$ cat src/rtl/fcg_defs.svh
`ifndef FCG_DEFS_SVH
`define FCG_DEFS_SVH

// Command codes of the write-type commands, write enable and disable, and the reads
`define FCG_OP_WREN        8'h06
`define FCG_OP_WRDI        8'h04
`define FCG_OP_SSE_A       8'hd7
`define FCG_OP_SSE_B       8'h20
`define FCG_OP_SE          8'hd8
`define FCG_OP_CE          8'hc7
`define FCG_OP_PP          8'h02
`define FCG_OP_WRSR        8'h01
`define FCG_OP_READ        8'h03
`define FCG_OP_FREAD       8'h0b

// Field positions of the serial bit counter and width of the bus cycle counter
`define FCG_BIT_LSB        0
`define FCG_BIT_MSB        2
`define FCG_CYC_W          16

// Bus cycles that make up each command shape
`define FCG_CYC_OPCODE     16'h0001
`define FCG_CYC_ADDR_END   16'h0004
`define FCG_CYC_WRSR_MAX   16'h0002

// Power-on waits in their own units and in sys_clk cycles at 40 MHz
`define FCG_CLK_KHZ        40000
`define FCG_READ_WAIT_US   100
`define FCG_WRITE_WAIT_MS  10
`define FCG_READ_WAIT_CYC  ((`FCG_READ_WAIT_US * `FCG_CLK_KHZ) / 1000)
`define FCG_WRITE_WAIT_CYC (`FCG_WRITE_WAIT_MS * `FCG_CLK_KHZ)

// Reset values
`define FCG_RST_WEN        1'b0

`endif

$ cat src/rtl/fcg_pkg.sv
package fcg_pkg;

    typedef enum logic [1:0]
    {
        FCG_ST_IDLE = 2'b00,
        FCG_ST_CMD  = 2'b01,
        FCG_ST_BODY = 2'b10
    } fcg_state_e;

    typedef enum logic [2:0]
    {
        FCG_OP_NONE  = 3'b000,
        FCG_OP_ERASE = 3'b001,
        FCG_OP_PROG  = 3'b010,
        FCG_OP_SRWR  = 3'b011,
        FCG_OP_RD    = 3'b100
    } fcg_op_e;

endpackage

$ cat src/rtl/fcg_por_timer.sv
`timescale 1ns/1ps
`include "fcg_defs.svh"

// Counts from reset release up to the longer of two power-on waits
module fcg_por_timer
#(
    parameter int READ_CYC  = `FCG_READ_WAIT_CYC,
    parameter int WRITE_CYC = `FCG_WRITE_WAIT_CYC
)
(
    input  wire logic sys_clk,     // System clock
    input  wire logic rst_n,       // Synchronous reset, active low
    output logic      read_ok,     // Read startup wait elapsed
    output logic      write_ok     // Write startup wait elapsed
);
    localparam int CW = $clog2(WRITE_CYC + 1);

    if (READ_CYC < 1 || WRITE_CYC < READ_CYC)
    begin : g_bad_wait
        $error("fcg_por_timer: wait counts must satisfy 1 <= read <= write");
    end

    typedef struct packed
    {
        logic [CW-1:0] cnt;
        logic          rd;
        logic          wr;
    } fcg_por_s;

    fcg_por_s st_r;
    fcg_por_s st_nxt;

    always_comb
    begin
        st_nxt = st_r;
        if (!st_r.wr)
            st_nxt.cnt = st_r.cnt + CW'(1);
        if (st_r.cnt >= CW'(READ_CYC))
            st_nxt.rd = 1'b1;
        if (st_r.cnt >= CW'(WRITE_CYC))
            st_nxt.wr = 1'b1;
    end

    always_ff @(posedge sys_clk)
    begin
        if (!rst_n)
            st_r <= '0;
        else
            st_r <= st_nxt;
    end

    assign read_ok  = st_r.rd;
    assign write_ok = st_r.wr;
endmodule // fcg_por_timer

$ cat src/rtl/fcg_guard.sv
`timescale 1ns/1ps
`include "fcg_defs.svh"

module fcg_guard
    import fcg_pkg::*;
#(
    parameter int READ_WAIT_CYC  = `FCG_READ_WAIT_CYC,
    parameter int WRITE_WAIT_CYC = `FCG_WRITE_WAIT_CYC
)
(
    input  wire logic       sys_clk,       // System clock, 40 MHz
    input  wire logic       rst_n,         // Synchronous reset, active low (power-on reset)
    input  wire logic       cs_n,          // Chip select, active low
    input  wire logic       sck,           // Serial clock, sampled
    input  wire logic       si,            // Serial data in
    input  wire logic       busy,          // Internal write in progress
    output logic            wen,           // Write enable latch
    output logic            erase_go,      // Accepted erase pulse
    output logic            prog_go,       // Accepted page program pulse
    output logic            srwr_go,       // Accepted status write pulse
    output logic            cmd_reject,    // Write-type command dropped pulse
    output logic            read_ready,    // Read startup wait elapsed
    output logic            write_ready,   // Write startup wait elapsed
    output logic [7:0]      opcode         // Last opcode received
);
    import fcg_pkg::*;

    // A write wait shorter than the read wait would let write_ready lead read_ready
    if (READ_WAIT_CYC < 1 || WRITE_WAIT_CYC < READ_WAIT_CYC)
    begin : g_bad_wait
        $error("fcg_guard: bad startup wait counts");
    end

    // The cycle count must reach past the address phase to tell a page load apart
    if (`FCG_CYC_W < 3)
    begin : g_bad_cyc_w
        $error("fcg_guard: cycle counter too narrow");
    end

    typedef struct packed
    {
        fcg_state_e                st;
        fcg_op_e                   op;
        logic [2:0]                bits;
        logic [`FCG_CYC_W-1:0]     cycles;
        logic [7:0]                sh;
        logic [7:0]                opc;
        logic                      sck_d;
        logic                      cs_d;
        logic                      wen;
        logic                      erase_go;
        logic                      prog_go;
        logic                      srwr_go;
        logic                      rej;
        logic                      rd_ok;
        logic                      wr_ok;
    } fcg_guard_s;

    fcg_guard_s s_r;
    fcg_guard_s s_nxt;
    logic       rd_ok_w;
    logic       wr_ok_w;

    // Classifies a received opcode into its guard class
    function automatic fcg_op_e classify(input logic [7:0] c);
        case (c)
            `FCG_OP_SSE_A, `FCG_OP_SSE_B, `FCG_OP_SE, `FCG_OP_CE: classify = FCG_OP_ERASE;
            `FCG_OP_PP:                                            classify = FCG_OP_PROG;
            `FCG_OP_WRSR:                                          classify = FCG_OP_SRWR;
            `FCG_OP_READ, `FCG_OP_FREAD:                           classify = FCG_OP_RD;
            default:                                               classify = FCG_OP_NONE;
        endcase
    endfunction

    // True for the guarded write classes
    function automatic logic is_write(input fcg_op_e o);
        is_write = (o == FCG_OP_ERASE) || (o == FCG_OP_PROG) || (o == FCG_OP_SRWR);
    endfunction

    fcg_por_timer
    #(
        .READ_CYC  (READ_WAIT_CYC),
        .WRITE_CYC (WRITE_WAIT_CYC)
    )
    fcg_por_timer_inst
    (
        .sys_clk  (sys_clk),
        .rst_n    (rst_n),
        .read_ok  (rd_ok_w),
        .write_ok (wr_ok_w)
    );

    logic       sck_rise;
    logic       cs_rise;
    logic       cs_fall;
    logic [7:0] byte_w;
    logic       aligned;
    logic       shape_ok;

    always_comb
    begin
        // Clock edges outside chip select are ignored, so a free-running host clock is harmless
        sck_rise = sck && !s_r.sck_d && !cs_n;
        cs_rise  = cs_n && !s_r.cs_d;
        cs_fall  = !cs_n && s_r.cs_d;
        byte_w   = {s_r.sh[6:0], si};
        aligned  = (s_r.bits == 3'd0);
        shape_ok = 1'b0;

        s_nxt          = s_r;
        s_nxt.sck_d    = sck;
        s_nxt.cs_d     = cs_n;
        s_nxt.erase_go = 1'b0;
        s_nxt.prog_go  = 1'b0;
        s_nxt.srwr_go  = 1'b0;
        s_nxt.rej      = 1'b0;
        s_nxt.rd_ok    = rd_ok_w;
        s_nxt.wr_ok    = wr_ok_w;

        // A new frame drops whatever bit count a cut frame left behind
        if (cs_fall)
        begin
            s_nxt.st     = FCG_ST_CMD;
            s_nxt.bits   = 3'd0;
            s_nxt.cycles = '0;
            s_nxt.op     = FCG_OP_NONE;
        end
        // The outcome is decided on the closing chip-select edge, where the operation would start
        else if (cs_rise)
        begin
            s_nxt.st = FCG_ST_IDLE;
            if (s_r.st == FCG_ST_BODY)
            begin
                // Shape is judged on whole bus cycles; a trailing part byte fails alignment instead
                unique case (s_r.op)
                    FCG_OP_ERASE:
                        shape_ok = (s_r.opc == `FCG_OP_CE) ? (s_r.cycles == `FCG_CYC_OPCODE)
                                                           : (s_r.cycles == `FCG_CYC_ADDR_END);
                    FCG_OP_PROG:
                        shape_ok = (s_r.cycles > `FCG_CYC_ADDR_END);
                    FCG_OP_SRWR:
                        shape_ok = (s_r.cycles > `FCG_CYC_OPCODE) &&
                                   (s_r.cycles < `FCG_CYC_OPCODE + `FCG_CYC_WRSR_MAX);
                    FCG_OP_RD, FCG_OP_NONE:
                        shape_ok = 1'b0;
                endcase
                if (is_write(s_r.op))
                begin
                    // Busy device and early supply both refuse writes as well
                    if (aligned && shape_ok && s_r.wen && s_r.wr_ok && !busy)
                    begin
                        s_nxt.erase_go = (s_r.op == FCG_OP_ERASE);
                        s_nxt.prog_go  = (s_r.op == FCG_OP_PROG);
                        s_nxt.srwr_go  = (s_r.op == FCG_OP_SRWR);
                        s_nxt.wen      = 1'b0;
                    end
                    else
                        s_nxt.rej = 1'b1;
                end
                // Write enable and disable count only as clean one-byte frames
                else if (aligned && s_r.cycles == `FCG_CYC_OPCODE && !busy)
                begin
                    if (s_r.opc == `FCG_OP_WREN)
                        s_nxt.wen = 1'b1;
                    else if (s_r.opc == `FCG_OP_WRDI)
                        s_nxt.wen = 1'b0;
                end
            end
        end
        else if (sck_rise && s_r.st != FCG_ST_IDLE)
        begin
            s_nxt.sh   = byte_w;
            s_nxt.bits = s_r.bits + 3'd1;
            if (s_r.bits == 3'd7)
            begin
                s_nxt.cycles = s_r.cycles + `FCG_CYC_W'(1);
                if (s_r.st == FCG_ST_CMD)
                begin
                    s_nxt.st  = FCG_ST_BODY;
                    // Kept after the frame so the last command stays visible
                    s_nxt.opc = byte_w;
                    s_nxt.op  = classify(byte_w);
                end
            end
            // Saturate so very long page loads cannot wrap the cycle count
            if (s_r.cycles == '1)
                s_nxt.cycles = s_r.cycles;
        end
    end

    always_ff @(posedge sys_clk)
    begin
        if (!rst_n)
        begin
            s_r       <= '0;
            s_r.st    <= FCG_ST_IDLE;
            s_r.wen   <= `FCG_RST_WEN;
            // Chip select starts high so reset release never looks like a closing edge; a chip select already low then starts a frame
            s_r.cs_d  <= 1'b1;
        end
        else
            s_r <= s_nxt;
    end

    assign wen         = s_r.wen;
    assign erase_go    = s_r.erase_go;
    assign prog_go     = s_r.prog_go;
    assign srwr_go     = s_r.srwr_go;
    assign cmd_reject  = s_r.rej;
    // Read readiness is reported only; the host keeps the read wait itself
    assign read_ready  = s_r.rd_ok;
    assign write_ready = s_r.wr_ok;
    assign opcode      = s_r.opc;
endmodule // fcg_guard

$ cat config.mk
export PLATFORM = sky130hd
export DESIGN_NAME = fcg_guard
export DESIGN_NICKNAME = d
export VERILOG_FILES = /design/src/rtl/fcg_pkg.sv /design/src/rtl/fcg_por_timer.sv /design/src/rtl/fcg_guard.sv
export VERILOG_INCLUDE_DIRS = /design/src /design/src/rtl
export SDC_FILE = /design/constraint.sdc
export NUM_CORES = 1
export LEC_CHECK = 0
export BUFFER_PORTS_ARGS = -buffer_cell sky130_fd_sc_hd__buf_4
export CAP_MARGIN = 20
export CORE_ASPECT_RATIO = 2
export CORE_MARGIN = 2
export CORE_UTILIZATION = 42
export DETAILED_ROUTE_END_ITERATION = 6
export GPL_TIMING_DRIVEN = 1
export SYNTH_ARGS = -nofsm -noshare
export SYNTH_HDL_FRONTEND = slang
export SYNTH_SLANG_ARGS = --single-unit
$ cat constraint.sdc
create_clock -name sys_clk -period 3.84 [get_ports sys_clk]
set_input_delay 0.576 -clock sys_clk [delete_from_list [all_inputs] [get_ports sys_clk]]
set_output_delay 0.576 -clock sys_clk [all_outputs]
set_load 0.02 [all_outputs]
# Yosys cells after proc, flatten, opt, wreduce, memory -nomap -nowiden
# Index checks and enable logic that the tools add are counted.
[word_totals]
register_bits = 70
[classes]
magnitude_cmp = 5
n_bitwise = 7
eq_ne = 22
n_reduce_logical = 41
muxes = 22
n_addsub = 3
[op_table]
columns = ["operator", "count"]
rows = [
  ["39-bit two-way mux", 1],
  ["38-bit two-way mux", 1],
  ["8-bit equality test, second input constant", 4],
  ["16-bit two-way mux", 2],
  ["23-bit two-way mux", 1],
  ["19-bit by 1-bit adder with 19-bit output, second input constant", 1],
  ["19-bit by 12-bit >= comparator with 1-bit output, second input constant", 1],
  ["19-bit >= comparator, second input constant", 1],
  ["16-bit by 1-bit adder with 16-bit output, second input constant", 1],
  ["16-bit by 1-bit equality test with 1-bit output, second input constant", 1],
  ["16-bit equality test, second input constant", 1],
  ["16-bit by 3-bit equality test with 1-bit output, second input constant", 1],
  ["8-bit by 2-bit equality test with 1-bit output, second input constant", 2],
  ["8-bit by 3-bit equality test with 1-bit output, second input constant", 2],
  ["16-bit by 1-bit greater-than comparator with 1-bit output, second input constant", 1],
  ["16-bit by 3-bit greater-than comparator with 1-bit output, second input constant", 1],
  ["16-bit by 2-bit < comparator with 1-bit output, second input constant", 1],
  ["8-bit two-way mux", 2],
  ["1-bit logical AND", 12],
  ["4-bit two-way mux", 3],
  ["3-bit case mux with 4 select lines", 1],
  ["3-bit nonzero test", 4],
  ["1-bit two-way mux", 10],
  ["3-bit AND reduction", 3],
  ["25 further kinds", 42],
]

# Depth between registers and ports, before layout
[depth]
ltp_word = 12
mapped_depth = 7
depth_no_buf = 7

# Cells and area by module
# Synthesis repeated with hierarchy kept, for this count alone.
[unflattened]
hier_cells = 378
hier_area_um2 = 3360.7
[modules_own_cells]
columns = ["mod", "instances", "area_per_inst_um2", "cells_each"]
rows = [
  ["fcg_guard", 1, 2388.5, 268],
  ["fcg_por_timer", 1, 972.2, 110],
]

# Least setup slack after synthesis
# No wires, ideal clock.
[synth_timing]
path_type = "input to register"
from = "in cs_n"
to = "reg s_r[30] (netlist bit)"
slack_ns = 1.909
arrival_time_ns = 1.804
setup_ns = 0.128
path_buffers = 1
stages = 6
cell_sequence = "ha_1 -> nand4b_2 -> buf_2 -> nor4_1 -> xnor2_1 -> nor2_1"
[synth_between]
elab_chain_cells = 4
[synth_lines]
columns = ["item", "line_no", "source"]
rows = [
  ["start, declared", "fcg_guard.sv:13", "input wire logic cs_n,"],
  ["1-bit zero test", "fcg_guard.sv:103, fcg_guard.sv:105", ""],
  ["1-bit logical AND", "fcg_guard.sv:103", "sck_rise = sck && !s_r.sck_d && !cs_n;"],
  ["1-bit logical AND", "fcg_guard.sv:170", "else if (sck_rise && s_r.st != FCG_ST_IDLE)"],
  ["4-bit AND reduction (no line)", "--", ""],
  ["end signal, assigned", "fcg_guard.sv:202", "s_r <= s_nxt;"],
  ["end, declared", "fcg_guard.sv:59", "fcg_guard_s s_r;"],
]
# Parallel ways exist; a longest one is shown, timed or not.
# A chain may end at the register's enable or synchronous reset.

# Final worst setup path
[layout_timing]
from = "in cs_n"
to = "reg s_r[33] (netlist bit)"
# Same word-level chain as after synthesis.

==> impl_metrics.csv <==
group,metric,value,unit
synthesis,post_synth_fa_ha_maj_area_fraction,3.752,%
timing,grt_setup_unrepaired,"no",
timing,timing.fmax,0.4885,GHz
die,io_pins,21,
cts,post_cts_hold_buffer_count,0,
setup_path,worst_ep_arrival_time,2.23,ns
global_routing,first_global_vias,2421,
global_routing,grt_pass1_wl,11250,um
cts,tritoncts.num_buffers,9,
timing,final.setup.tns,0,ns
setup_path,start_kind,"input port",
routing,wl,6503,um
place,detailed_place_hpwl,4609,um
layout,drive_above_1_share,12.05,%
global_routing,pin_count_of_the_biggest_net_entering_global_routing,37,
cts,tritoncts,"built",
cts,cts.sinks,69,
setup_path,required,4.02,ns
global_routing,total_congestion_overflow_after_global_routing,0,
layout,layout.cells.most_common,"sky130_fd_sc_hd__dfxtp_1",
timing,final_max_slew_viol_count,0,
timing,hold-worst-slack,0.4633,ns
timing,finalCriticalPeriod,2.047,ns
global_routing,use_met1,22.63,%
place,port-buffer-count,20,
global_routing,grtUsageTotal,16.65,%
synthesis,synthesis.area_per_instance,8.940,um^2
routing,detail_route.iter0.violations,92,
setup_path,cp_cell_sequence,"buf_4, ha_1, nand4b_2, nor4b_1, xnor2_1, nor2_1",
setup_path,timing.critical_path.from,"cs_n",
global_routing,m3_gr_usage,2.155,%
cts,htree_num_levels,3,
timing,timing_worst_slew_pin_value,0.9349,ns
setup_path,criticalPathCategory,"in2reg",
synthesis,synth_top_family_by_area,"simple AND/OR/NAND/NOR gates",
timing,finalSetupViolCount,0,
synthesis,synth_warn,0,
synthesis,synth_compound_gate_area_share,6.604,%
place,worst_setup_slack_before_clock_tree_synthesis,1.414,ns
cts,clock_latency,0.33,ns
cts,clock_path_buffers,2,
synthesis,postSynthCellCount,373,
global_routing,grt_antenna_before_repair,0,
setup_path,critPathCaptureType,"register",
synthesis,netlist_area,0.003334,mm^2
cts,cts.root.buffer_cell,"sky130_fd_sc_hd__clkbuf_16",
global_routing,globalRouteMet2Util,25.28,%
routing,routed-via-count,2557,
timing,postLayoutSetupSlackWorst,1.793,ns
synthesis,postSynthNetCount,389,
layout,area_growth_syn_to_layout,13.47,%
setup_path,cpMaxStageDelayCell,"sky130_fd_sc_hd__nand4b_2",
run,timing.max_cap.violations,0,
power,power-per-cell-area,415.9,mW/mm^2
die,chipWidth,67.01,um
setup_path,timing.critical_path.slowest_cell_delay,0.51,ns
synthesis,synth.area.mux_share,5.741,%
power,max-vdd-ir-drop,0.2956,mV
synthesis,post_synth_xor_area_fraction,8.405,%
die,start_util,42.60,%
die,die_area,0.008711,mm^2
cts,postCtsSetupRepairBufs,0,
die,die_y,130.0,um
place,gp_congestion,0.7741,
routing,avgViaCountPerCell,5.261,
routing,drt-pass1-iter-count,4,
routing,wl_per_cell,13.38,um
synthesis,synth_sequential_area_ratio,41.43,%
layout,insertedDiodeCount,0,
setup_path,r2r_slack,1.80,ns
timing,clock_skew,0.008341,ns
global_routing,grt_busiest_layer,"met2",
cts,clkSlewWorstSetupHoldPaths,0.05,ns
synthesis,synth-edff-count,0,
setup_path,rr_startpoint,"s_r[31]",
synthesis,synthSimpleGateAreaFrac,28.86,%
routing,drtAntennaViolNets,0,
die,row_count,46,
cts,post_cts_resized,0,
synthesis,synth.ff_latch_count,69,
worst_hold_path,hold_path_startpoint,"fcg_por_timer_inst.read_ok",
synthesis,postSynth.topFlopCell,"sky130_fd_sc_hd__dfxtp_1",
layout,nets,401,
layout,layout.cells.most_common_list,"sky130_fd_sc_hd__dfxtp_1 (69), sky130_fd_sc_hd__nor2_1 (61), sky130_fd_sc_hd__xnor2_1 (24), sky130_fd_sc_hd__nand2_1 (20), sky130_fd_sc_hd__buf_4 (20)",
timing,min_period_over_period,53.31,%
die,core,0.007828,mm^2
power,power_leakage,1.403,nW
timing,hold_viol,0,
worst_hold_path,hold_class,"reg2reg",
synthesis,synth.distinct_cells,49,
routing,drc,0,
setup_path,worst-path-max-fanout,16,
outcome,outcome,"finished clean",
synthesis,asr_flop_ratio_synth,0,%
timing,slew_headroom,37.29,%
-- path summary, 6_finish.rpt --
check / endpoint / cells past startpoint
worst max register to register: s_r[40] / 5
worst min-delay path: read_ready / 1
worst max-delay path: s_r[33] / 6
worst min register to register: read_ready / 1
-- synth_stat cells (all sizes together), types with 4 or more instances --
cell type  instances  area, um^2
dfxtp             69        1381
nor2              62       235.2
xnor2             24       210.2
nand2             20       75.07
mux2i             18       180.2
nor4              16       136.4
inv               15       56.30
nand3             11       55.05
o21ai             11       55.05
a21oi             10       50.05
buf               10       70.07
ha                10       125.1
nand4             10       62.56
nor3              10       50.05
clkbuf             9       43.79
xor2               8       70.07
or3                7       43.79
a31oi              5       31.28
and2               4       25.02
nand2b             4       25.02
nor3b              4       41.29
nor4b              4       35.03
-- flip-flops by register name, indices dropped and copies added, names as in the netlist --
signal and flops:
opcode 8, s_r 26, wen 1, fcg_por_timer_inst.write_ok 1
byte_w 7, write_ready 1, cmd_reject 1, fcg_por_timer_inst.read_ok 1
erase_go 1, srwr_go 1, prog_go 1, fcg_por_timer_inst.st_r 19
read_ready 1
-- layer usage --
layer | up-vias | part of all wire, %
li1 | 1320 | -
met5 | - | 0
met1 | 1196 | 50
met3 | 7 | 2.5
met4 | 0 | 1.5
met2 | 34 | 46
-- kinds of logic after synthesis --
logic type | after synthesis
AND/OR/NAND/NOR | 173
XOR/XNOR | 32
flip-flops | 69
AO/OA/AOI/OAI | 35
multiplexers | 19
buffers and inverters | 35
adder cells (fa/ha/maj) | 10
-- metrics by stage --
step           std cells  util [%]  area, um^2  power (mW)
2_1_floorplan        373         -        3334      0.7717
4_1_cts              486     48.34        3784       1.593
3_3_place_gp         470     44.60        3491      0.7820
3_5_place_dp         470     44.60        3491      0.7843
6_report             486     48.34        3784       1.574
5_1_grt              486     48.34        3784       1.627
-- worst max-delay path: cells and delay by family --
| family | cells | cell delay (ns) |
|---|---|---|
| AND/OR/NAND/NOR | 3 | 1.07 |
| adder cells (fa/ha/maj) | 1 | 0.28 |
| XOR/XNOR | 1 | 0.17 |
| buffers and inverters | 1 | 0.13 |
-- report_power, final --
group	leakage, nW	switching [mW]	internal [mW]	total, mW
clock	0.149	0.290	0.515	0.805
combinational	0.697	0.0265	0.0150	0.0415
sequential	0.557	0.00522	0.722	0.727
total	1.40	0.322	1.25	1.57
-- layout make-up --
type / instances / area, um^2
Clock buffer: 11 / 242.7
Clock inverter: 5 / 50.05
Tap cell: 96 / 120.1
Fill cell: 800 / 4044
Timing Repair Buffer: 20 / 150.1
Inverter: 16 / 60.06
Multi-Input combinational cell: 269 / 1779
Sequential cell: 69 / 1381
Note: power is estimated with default switching activity, not from simulation.
